### src/core/dgh_pkg.sv
// Package for the line gain and hook control register bank.
// Assumes a Wishbone classic slave with 8-bit data registers on a 32-bit bus.
package dgh_pkg;

  // ----------------------------------------
  // Register byte addresses and indices
  // ----------------------------------------
  localparam logic [7:0] DGH_IDX_GAIN = 8'h0F;
  localparam logic [7:0] DGH_IDX_INTL = 8'h10;
  localparam logic [7:0] DGH_IDX_STATUS = 8'h11;
  localparam logic [7:0] DGH_IDX_HOOK = 8'h12;

  // ----------------------------------------
  // Field positions
  // ----------------------------------------
  localparam int DGH_TX_MUTE_BIT = 7;
  localparam int DGH_TX_ATT_LSB = 4;
  localparam int DGH_RX_MUTE_BIT = 3;
  localparam int DGH_RX_GAIN_LSB = 0;
  localparam int DGH_TERM_SQUELCH_BIT = 7;
  localparam int DGH_HOOK_SPEED_BIT = 6;
  localparam int DGH_HOOK_BIT = 0;

  // ----------------------------------------
  // Reset values
  // ----------------------------------------
  localparam logic [7:0] DGH_GAIN_RST = 8'h00;
  localparam logic [7:0] DGH_INTL_RST = 8'h00;

  // ----------------------------------------
  // Timing: off-hook counter lengths in sample periods
  // ----------------------------------------
  localparam int DGH_ONHOOK_FAST = 1024;
  localparam int DGH_ONHOOK_SLOW = 4096;
  localparam int DGH_CNT_W = 13;

  // Transmit attenuation steps (dB)
  typedef enum logic [2:0] {
    DGH_ATT_0DB = 3'b000,
    DGH_ATT_3DB = 3'b001,
    DGH_ATT_6DB = 3'b010,
    DGH_ATT_9DB = 3'b011,
    DGH_ATT_12DB = 3'b100
  } dgh_att_e;

  // Monitor attenuation steps: 0, 1, 2.2, 3.5, 5 dB
  typedef enum logic [2:0] {
    DGH_MON_0DB = 3'b000,
    DGH_MON_1DB = 3'b001,
    DGH_MON_2P2DB = 3'b010,
    DGH_MON_3P5DB = 3'b011,
    DGH_MON_5DB = 3'b100
  } dgh_mon_e;

  // Hook sequencing states
  typedef enum logic [1:0] {
    DGH_ST_ONHOOK = 2'b00,
    DGH_ST_OFFHOOK = 2'b01,
    DGH_ST_RELEASE = 2'b10
  } dgh_state_e;

  // Controls toward the line-side link
  typedef struct packed {
    logic tx_mute;
    dgh_att_e tx_att;
    logic rx_mute;
    logic [2:0] rx_gain;
    dgh_mon_e mon_att;
    logic dc_term_off;
    logic low_dct_voltage;
    logic squelch_en;
  } dgh_line_ctrl_s;

endpackage

### src/core/dgh_onhook_timer.sv
// Off-hook release counter, counts sample strobes down to zero.
// Assumes sample_tick is a one-cycle pulse on clk at the sample rate.
`timescale 1ns/1ps
module dgh_onhook_timer
  import dgh_pkg::*;
#(
  parameter int CNT_W = DGH_CNT_W
) (
  input wire logic clk,
  input wire logic srst,
  input wire logic ce,
  input wire logic start,
  input wire logic [CNT_W-1:0] length,
  input wire logic sample_tick,
  output logic busy
);

  logic [CNT_W-1:0] count_reg;

  // ----------------------------------------
  // Countdown
  // ----------------------------------------
  // Load on start, then one step per sample period
  always_ff @(posedge clk) begin
    if (srst) begin
      count_reg <= '0;
    end else if (ce) begin
      if (start) begin
        count_reg <= length;
      end else if (sample_tick && count_reg != '0) begin
        count_reg <= count_reg - 1'b1;
      end
    end
  end

  // Busy while the count runs
  always_ff @(posedge clk) begin
    if (srst) begin
      busy <= 1'b0;
    end else if (ce) begin
      busy <= start || (count_reg > {{(CNT_W-1){1'b0}}, 1'b1}) || (count_reg != '0 && !sample_tick);
    end
  end

endmodule // dgh_onhook_timer

### src/core/dgh_regs.sv
// Line gain and hook control register bank with a Wishbone classic slave.
// Assumes hook_req and sample_tick come from logic on clk; no pins enter here.
//
// Function
// - Gain bit 7 mutes transmit
// - Bits 6:4 pick 0/3/6/9/12 dB
// - Gain bit 3 mutes receive
// - Bits 2:0 set receive gain 0-9 dB
// - Same field sets monitor attenuation
// - Intl bit 7 meaning follows hook
// - Off-hook: DC termination off, 800 ohm
// - On-hook: enhanced ring squelch enabled
// - Bit 6 picks 1024 or 4096 release
//
// The Wishbone register port was decided locally.
`timescale 1ns/1ps
module dgh_regs
  import dgh_pkg::*;
#(
  parameter int FAST_LEN = DGH_ONHOOK_FAST,
  parameter int SLOW_LEN = DGH_ONHOOK_SLOW
) (
  input wire logic clk,
  input wire logic srst,
  input wire logic ce,
  input wire logic wb_cyc_i,
  input wire logic wb_stb_i,
  input wire logic wb_we_i,
  input wire logic [7:0] wb_adr_i,
  input wire logic [3:0] wb_sel_i,
  input wire logic [31:0] wb_dat_i,
  output logic [31:0] wb_dat_o,
  output logic wb_ack_o,
  output logic wb_err_o,
  input wire logic hook_req,
  input wire logic sample_tick,
  output dgh_line_ctrl_s line_ctrl,
  output logic offhook,
  output logic releasing
);

  logic [7:0] gain_reg;
  logic [7:0] intl_reg;
  dgh_state_e state_reg;
  dgh_state_e state_next;
  logic timer_start;
  logic timer_busy;
  logic [DGH_CNT_W-1:0] rel_len;
  logic req;
  logic hit;
  logic line_engaged;

  // ----------------------------------------
  // Bus decode
  // ----------------------------------------
  // New request only when no ack is pending, so each access acks once
  assign req = wb_cyc_i && wb_stb_i && !wb_ack_o && !wb_err_o;
  assign hit = (wb_adr_i == DGH_IDX_GAIN) || (wb_adr_i == DGH_IDX_INTL)
    || (wb_adr_i == DGH_IDX_STATUS) || (wb_adr_i == DGH_IDX_HOOK);

  // Ack for mapped, error for unmapped; one cycle each
  always_ff @(posedge clk) begin
    if (srst) begin
      wb_ack_o <= 1'b0;
      wb_err_o <= 1'b0;
    end else if (ce) begin
      wb_ack_o <= req && hit;
      wb_err_o <= req && !hit;
    end
  end

  // ----------------------------------------
  // Control registers
  // ----------------------------------------
  // hold written value
  // Only byte lane 0 carries the 8-bit fields
  always_ff @(posedge clk) begin
    if (srst) begin
      gain_reg <= DGH_GAIN_RST;
    end else if (ce && req && wb_we_i && wb_sel_i[0] && wb_adr_i == DGH_IDX_GAIN) begin
      gain_reg <= wb_dat_i[7:0];
    end
  end

  // hold written value
  // Low bits of this register belong to other blocks; kept as plain storage
  always_ff @(posedge clk) begin
    if (srst) begin
      intl_reg <= DGH_INTL_RST;
    end else if (ce && req && wb_we_i && wb_sel_i[0] && wb_adr_i == DGH_IDX_INTL) begin
      intl_reg <= wb_dat_i[7:0];
    end
  end

  // Read data, registered with the ack
  always_ff @(posedge clk) begin
    if (srst) begin
      wb_dat_o <= 32'h0000_0000;
    end else if (ce && req && !wb_we_i) begin
      case (wb_adr_i)
        DGH_IDX_GAIN: wb_dat_o <= {24'h00_0000, gain_reg};
        DGH_IDX_INTL: wb_dat_o <= {24'h00_0000, intl_reg};
        DGH_IDX_STATUS: wb_dat_o <= {30'h0000_0000, releasing, offhook};
        DGH_IDX_HOOK: wb_dat_o <= {31'h0000_0000, hook_req};
        default: wb_dat_o <= 32'h0000_0000;
      endcase
    end
  end

  // ----------------------------------------
  // Hook sequencing
  // ----------------------------------------
  // release length select
  assign rel_len = intl_reg[DGH_HOOK_SPEED_BIT] ? DGH_CNT_W'(SLOW_LEN) : DGH_CNT_W'(FAST_LEN);

  // Next state; a new off-hook request aborts a release
  always_comb begin
    state_next = state_reg;
    timer_start = 1'b0;
    case (state_reg)
      DGH_ST_ONHOOK: begin
        if (hook_req) begin
          state_next = DGH_ST_OFFHOOK;
        end
      end
      DGH_ST_OFFHOOK: begin
        if (!hook_req) begin
          state_next = DGH_ST_RELEASE;
          timer_start = 1'b1;
        end
      end
      DGH_ST_RELEASE: begin
        if (hook_req) begin
          state_next = DGH_ST_OFFHOOK;
        end else if (!timer_busy) begin
          state_next = DGH_ST_ONHOOK;
        end
      end
      default: state_next = DGH_ST_ONHOOK;
    endcase
  end

  // State register
  always_ff @(posedge clk) begin
    if (srst) begin
      state_reg <= DGH_ST_ONHOOK;
    end else if (ce) begin
      state_reg <= state_next;
    end
  end

  dgh_onhook_timer #(
    .CNT_W(DGH_CNT_W)
  ) u_timer (
    .clk(clk),
    .srst(srst),
    .ce(ce),
    .start(timer_start),
    .length(rel_len),
    .sample_tick(sample_tick),
    .busy(timer_busy)
  );

  // Line counts as off-hook until the release finishes
  assign line_engaged = (state_next != DGH_ST_ONHOOK);

  // Hook status outputs
  always_ff @(posedge clk) begin
    if (srst) begin
      offhook <= 1'b0;
      releasing <= 1'b0;
    end else if (ce) begin
      offhook <= line_engaged;
      releasing <= (state_next == DGH_ST_RELEASE);
    end
  end

  // ----------------------------------------
  // Line controls
  // ----------------------------------------
  // Decoded controls, all registered
  always_ff @(posedge clk) begin
    if (srst) begin
      line_ctrl <= '0;
    end else if (ce) begin
      line_ctrl.tx_mute <= gain_reg[DGH_TX_MUTE_BIT];
      line_ctrl.tx_att <= gain_reg[DGH_TX_ATT_LSB+2] ? DGH_ATT_12DB
        : dgh_att_e'({1'b0, gain_reg[DGH_TX_ATT_LSB +: 2]});
      line_ctrl.rx_mute <= gain_reg[DGH_RX_MUTE_BIT];
      line_ctrl.rx_gain <= gain_reg[DGH_RX_GAIN_LSB +: 3];
      line_ctrl.mon_att <= gain_reg[DGH_RX_GAIN_LSB+2] ? DGH_MON_5DB
        : dgh_mon_e'({1'b0, gain_reg[DGH_RX_GAIN_LSB +: 2]});
      line_ctrl.dc_term_off <= line_engaged && intl_reg[DGH_TERM_SQUELCH_BIT];
      line_ctrl.low_dct_voltage <= line_engaged && intl_reg[DGH_TERM_SQUELCH_BIT];
      line_ctrl.squelch_en <= !line_engaged && intl_reg[DGH_TERM_SQUELCH_BIT];
    end
  end

endmodule // dgh_regs

### config.mk
export PLATFORM = sky130hd
export DESIGN_NAME = dgh_regs
export DESIGN_NICKNAME = d
export VERILOG_FILES = /design/src/core/dgh_pkg.sv /design/src/core/dgh_onhook_timer.sv /design/src/core/dgh_regs.sv
export SDC_FILE = /design/constraint.sdc
export NUM_CORES = 1
export LEC_CHECK = 0
export BUFFER_PORTS_ARGS = -buffer_cell sky130_fd_sc_hd__buf_2
export CORE_ASPECT_RATIO = 1.2
export CORE_MARGIN = 4
export CORE_UTILIZATION = 54
export DETAILED_ROUTE_END_ITERATION = 12
export PLACE_DENSITY_LB_ADDON = 0.3
export SYNTH_ARGS = -nofsm -noshare
export SYNTH_HDL_FRONTEND = slang
export SYNTH_SLANG_ARGS = --single-unit
### constraint.sdc
create_clock -name clk -period 6.93 [get_ports clk]
set_input_delay 0 -clock clk [delete_from_list [all_inputs] [get_ports clk]]
set_output_delay 0 -clock clk [all_outputs]
set_load 0.005 [all_outputs]
==> impl_results.md, run 1 <==
- Placed inst area: 3030 um2
- WL/cell: 15.6 um
- Design area: 3230 um2
- Hold Buf Count CTS: 8
- Final ANT Viol Nets: 0
- Post-CTS Setup Inserts: 0
- NetSw: 0.000373 W
- Share of total power in the clock network: 22.2%
- Vias in the first global route: 2435
- Starting DRT DRC Count: 158
- Via density: 5.88
- MaxCap Viol Count: 0
- First-pass DRT Iterations: 4
- Clock transition at path regs: 0.10 ns
- Slew Viols, Final: 0
- Routed WL: 6970 um
- Most frequent cells in the layout: 56 x dfxtp_1, 50 x buf_2, 29 x a21oi_1
- I/O Buffers: 50
- Post-synthesis sequential area ratio: 38.7%
- Post-synthesis cell count: 346
- Switch share: 36.9%
- Distinct cells, synth: 52
- Setup TNS: 0 ns
- Comb power frac: 37.7%
- Slew HR: 30.6%
- H-tree levels: 2
- Pre-CTS setup slack: 4.54 ns
- Final Cycle Share: 35.4%
- Max Fanout on Critical Path: 8
- TritonCTS clock tree: yes
- Die width: 74.8 um
- TritonCTS Buffers: 5
- Final setup margin: 4.48 ns
- Crit path required time: 7.11 ns
- Die height: 88.2 um
- CP delay by family, top: compound AO/OA/AOI/OAI gates
- Area grow syn2layout: 11.6%
- Outcome: finished clean
- Final setup vio count: 0
- Layout cells sized above 1: 18.3%
- Slew @ Worst Pin: 1.03 ns
- Root Buffer: clkbuf_8
- Synth warn: 0
- GP Congestion: 0.929
- Int Pwr: 0.000638 W
- HPWL after detailed placement: 4960 um
- Placed insts: 432
- CTS resizes: 0
- GRT Overall Usage: 21.5%
- Layout Skew: 0.00416 ns
- Most common flop cell mapped by yosys: dfxtp_1
- Initial core utilization: 57.4%
- Sequential Power Share: 40.1%
- Leak: 1.30 nW
- Max reg flops: 13
- Row count: 28
- Post-Layout Cell Count: 448
- Fin nets: 442
- Total grt overflow: 0
- Clk_lat worst skew: 0.31 ns
- Hold Crit Class: in -> reg
- Final Critical Period: 2.45 ns
- Syn Area/Cell: 8.36 um2
- FF+latch count, synth: 56
- Ant. Diodes: 0
- Arr. time, crit path: 2.64 ns
- Die Area: 6600 um2
- Longest Clk Path Bufs: 2
- Most common cell after layout, fill and taps aside: dfxtp_1
- Hold Fails Final Rpt: 0
- CP peak stage delay: 0.66 ns
- Core area: 5040 um2
- Antenna violations before repair: 0
- Worst path slowest cell: o41ai_2
- TritonCTS Sinks: 56
- Remaining DRCs: 0
- Cell area after synthesis: 2890 um2
- Ports: 102
- Peak supply drop: 0.000149 V
- CP Class: reg -> reg
- F_max: 407 MHz
- Power per cell area: 313 nW/um2
- Core Util, Final: 64.0%
- Asr flop ratio synth: 0%
- Global-route wire length before repair: 11200 um
- Critical Path, Cell by Cell: inv_1 > ha_1 > or3b_2 > o41ai_2 > a2111oi_0 > mux2i_1
- Bufs and invs on worst path: 1
- Via count: 2632
- Crit path launch type: flop
- Post-synth EDFFs: 0
- Critical path endpoint category: flop
- Largest net degree at the start of global routing: 47
- RSZ-0062 raised after global routing: no
[worst reg2reg max path, delay by kind of cell, from the launching register on]
family          cells  cell delay (ns)
compound gates      2             0.95
fa+ha+maj           1             0.24
buf+inv             1             0.10
flops               1             0.37
mux                 1             0.17
simple gates        1             0.51
[kinds of logic after synthesis]
kind of cell,count (synthesis),synth area share [%]
simple gates,122,22.5
compound gates,93,21.1
buf+inv,57,11.3
flops,56,38.7
mux,14,4.89
fa+ha+maj,3,1.30
other cells,1,0.130
[per-stage QoR]
step	hold WS (ns)	power, W
2_1_floorplan	0.148	0.000733
3_3_place_gp	0.269	0.000772
3_5_place_dp	0.273	0.000783
4_1_cts	0.0247	0.00101
5_1_grt	0.0575	0.00108
6_report	0.0393	0.00101
[synthesized netlist by cell type, types with 6 or more instances]
cell type,n,area (um2)
buf_4,26,195
a22o_1,16,140
or3_1,10,62.6
mux2i_1,13,130
nand2_1,27,101
o21ai_0,21,105
a21oi_1,29,145
dfxtp_1,56,1120
nor3_1,9,45.0
clkbuf_1,18,67.6
nor2_1,24,90.1
or4_1,6,45.0
nand3_1,21,105
inv_1,7,26.3
[routing by layer]
layer  vias up  wire length, um  track usage (%)
li1       1297                -                -
met1      1252             2800             26.7
met2        76             3720             36.9
met3         7              361             3.21
met4         0               87             8.58
met5         -                0                0
[final timing paths]
check	start	endpoint	slack (ns)	depth (start not counted)
worst min register to register	line_ctrl[7]	line_ctrl[7]	0.47	2
worst max register to register	u_timer.count_reg[0]	u_timer.count_reg[4]	4.48	6
worst max-delay path	u_timer.count_reg[0]	u_timer.count_reg[4]	4.48	6
worst min-delay path	hook_req	state_reg[0]	0.04	3
[power by group through the flow]
stage	Combinational [W]	Clock [W]	Sequential (W)
after floorplan	0.000342	0	0.000391
after global placement	0.000363	0	0.000410
after detailed placement	0.000370	0	0.000412
after CTS	0.000376	0.000230	0.000405
after global routing	0.000424	0.000244	0.000411
final	0.000381	0.000224	0.000406
[area by class of cell]
type	instances	area, um2
Fill cell	452	1820
Multi-Input combinational cell	256	1530
Sequential cell	56	1120
Timing Repair Buffer	61	353
Clock buffer	6	82.6
Tap cell	60	75.1
Clock inverter	2	38.8
Inverter	7	26.3
(Power assumes the default switching activity.)
==> inputs of run 2 (changes only) <==
ABC_AREA = 1   (was not set)
CORE_UTILIZATION = 45   (was 54)
clock period = 2.15 ns   (was 6.93 ns; I/O delays follow)
==> impl_results.md, run 2 <==
- NetSw: 0.00135 W
- Switch share: 41.1%
- Max Fanout on Critical Path: 20
- Remaining DRCs: 0
- Longest Clk Path Bufs: 2
- Most frequent cell after synthesis: nand2_1
- Leak: 1.47 nW
- Core area: 6130 um2
- Post-synth EDFFs: 0
- Synth warn: 0
- Cell area after synthesis: 2880 um2
- Syn Area/Cell: 6.87 um2
- Worst Hold Depth: 3
- Crit path launch type: flop
- WL/cell: 11.8 um
- MaxCap Viol Count: 0
- Total grt overflow: 0
- Global-route wire length before repair: 10500 um
- Layout cells sized above 1: 18.0%
- Layout Skew: 0.00991 ns
- Ports: 102
- TritonCTS clock tree: yes
- Via density: 4.76
- Area grow syn2layout: 12.7%
- Die Area: 7750 um2
- Asr flop ratio synth: 0%
- F_max: 615 MHz
- Fin nets: 525
- HP Start: hook_req
- Sequential Power Share: 39.4%
- Critical path depth: 7
- Die width: 81.0 um
- Setup TNS: 0 ns
- Outcome: finished clean
- Worst setup path start: state_reg[0]
- Final Cycle Share: 75.7%
- Comb power frac: 42.1%
- Worst R2R Start: state_reg[0]
- Clock transition at path regs: 0.09 ns
- TritonCTS Sinks: 56
- Final setup margin: 0.523 ns
- FF+latch count, synth: 56
- Post-synthesis sequential area ratio: 38.9%
- Worst path slowest cell: dfxtp_1
- GP Congestion: 0.814
- Distinct cells, synth: 31
- Pre-CTS setup slack: 0.529 ns
- Slew Viols, Final: 0
- Post-synthesis cell count: 419
- Power per cell area: 1010 nW/um2
- Fillers: 639
- TritonCTS Buffers: 5
- Ant. Diodes: 0
- Reg2reg path depth: 7
- CP delay by family, top: simple AND/OR/NAND/NOR gates
- Peak supply drop: 0.000502 V
- Crit path required time: 2.36 ns
- Vias in the first global route: 2273
- GRT Overall Usage: 17.3%
- Core Util, Final: 53.0%
- Post-synth top area cell: dfxtp_1
- Critical path endpoint category: flop
- Clk_lat worst skew: 0.31 ns
- Critical Path, Cell by Cell: inv_2 > nor3_4 > nand2_2 > nand2_2 > clkinv_2 > nor2_1 > nor2_1
- Final ANT Viol Nets: 0
- Int Pwr: 0.00193 W
- Share of total power in the clock network: 18.6%
- Antenna violations before repair: 0
- Most common cell after layout, fill and taps aside: nand2_1
- Row count: 31
- Post-synth top area share: 38.9%
- Final Critical Period: 1.63 ns
- Initial core utilization: 47.0%
- Max reg flops: 13
- Hold Crit Class: in -> reg
- RSZ-0062 raised after global routing: no
- CP Class: reg -> reg
- Bufs and invs on worst path: 2
- Hold Fails Final Rpt: 0
- Synth top area cells: dfxtp_1 39%, nand2_1 13%, buf_4 7.0%
- Via count: 2635
- Final setup vio count: 0
- Most frequent cells in the layout: 103 x nand2_1, 56 x dfxtp_1, 50 x buf_2
- Starting DRT DRC Count: 70
- Synth cell count leaders: 103 x nand2_1, 56 x dfxtp_1, 48 x nor2_1
- Design area: 3250 um2
- I/O Buffers: 50
- Most common flop cell mapped by yosys: dfxtp_1
- Root Buffer: clkbuf_8
- Die height: 95.6 um
- Routed WL: 6510 um
- First-pass DRT Iterations: 4
- Largest net degree at the start of global routing: 28
- Hold_ws: 0.0514 ns
- Placed inst area: 3070 um2
- H-tree levels: 2
- CP peak stage delay: 0.41 ns
- Arr. time, crit path: 1.84 ns
- HPWL after detailed placement: 4720 um
run 2: changes by cell type after synthesis, sizes merged, moves of 4 or more:
| cell | previous run | this run |
|---|---|---|
| or3 | 11 | 0 |
| nand2 | 27 | 109 |
| o21ai | 22 | 28 |
| nor3 | 9 | 19 |
| inv | 7 | 38 |
| nor4 | 4 | 0 |
| a22o | 16 | 0 |
| nor2 | 24 | 56 |
| a21oi | 29 | 37 |
| or4 | 7 | 0 |
| mux2i | 13 | 0 |
| nand3 | 21 | 25 |
| clkbuf | 18 | 4 |
run 2: cells by family (layout without fill, tap and decap cells):
kind of cell | Yosys count | after routing | synth area share [%]
AO/OA/AOI/OAI | 67 | 67 | 12.3
flip-flops | 56 | 56 | 38.9
adder cells (fa/ha/maj) | 3 | 3 | 1.30
AND/OR/NAND/NOR | 212 | 212 | 32.6
buffers and inverters | 78 | 107 | 14.2
XOR/XNOR | 2 | 2 | 0.608
other | 1 | 24 | 0.130
run 2: power groups by stage:
stage	combinational [W]	sequential [W]	clock [W]
after CTS	0.00138	0.00129	0.000619
after global placement	0.00134	0.00131	0
after detailed placement	0.00136	0.00131	0
final	0.00138	0.00129	0.000609
after floorplan	0.00119	0.00128	0
after global routing	0.00164	0.00131	0.000664
run 2: worst register-to-register path: stages (launching register included):
cell	delay, ns
dfxtp_1	0.41
inv_2	0.07
nor3_4	0.30
nand2_2	0.10
nand2_2	0.30
clkinv_2	0.17
nor2_1	0.12
nor2_1	0.05
run 2: what timing repair did:
item,CTS,global route
hold buffers,8,0
buffers inserted,0,0
resized for setup,0,0
endpoints found under the hold margin,16,0
run 2: per-stage QoR:
step / power [W] / cells
detailed placement: 0.00267 / 537
CTS: 0.00329 / 553
finish: 0.00328 / 553
global route: 0.00362 / 553
global placement: 0.00265 / 537
floorplan: 0.00247 / 442
run 2: final timing paths:
path / endpoint / slack, ns
max: u_timer.count_reg[0] / 0.52
min: state_reg[0] / 0.05
max reg2reg: u_timer.count_reg[0] / 0.52
min reg2reg: wb_dat_o[0] / 0.47
run 2: layer usage:
layer,up-vias,track usage (%),part of all wire [%]
li1,1384,-,-
met1,1162,22.7,45
met2,83,28.5,46
met3,6,3.59,7.3
met4,0,5.07,1.2
met5,-,0,0
run 2: cell type report:
type	instances	area, um2	share of cell area (%)
clock inverter	1	7.51	0.231
tap	82	103	3.16
timing repair buffer	60	345	10.6
sequential	56	1120	34.5
multi-input combinational	308	1440	44.2
clock buffer	7	86.3	2.66
inverter	39	148	4.55
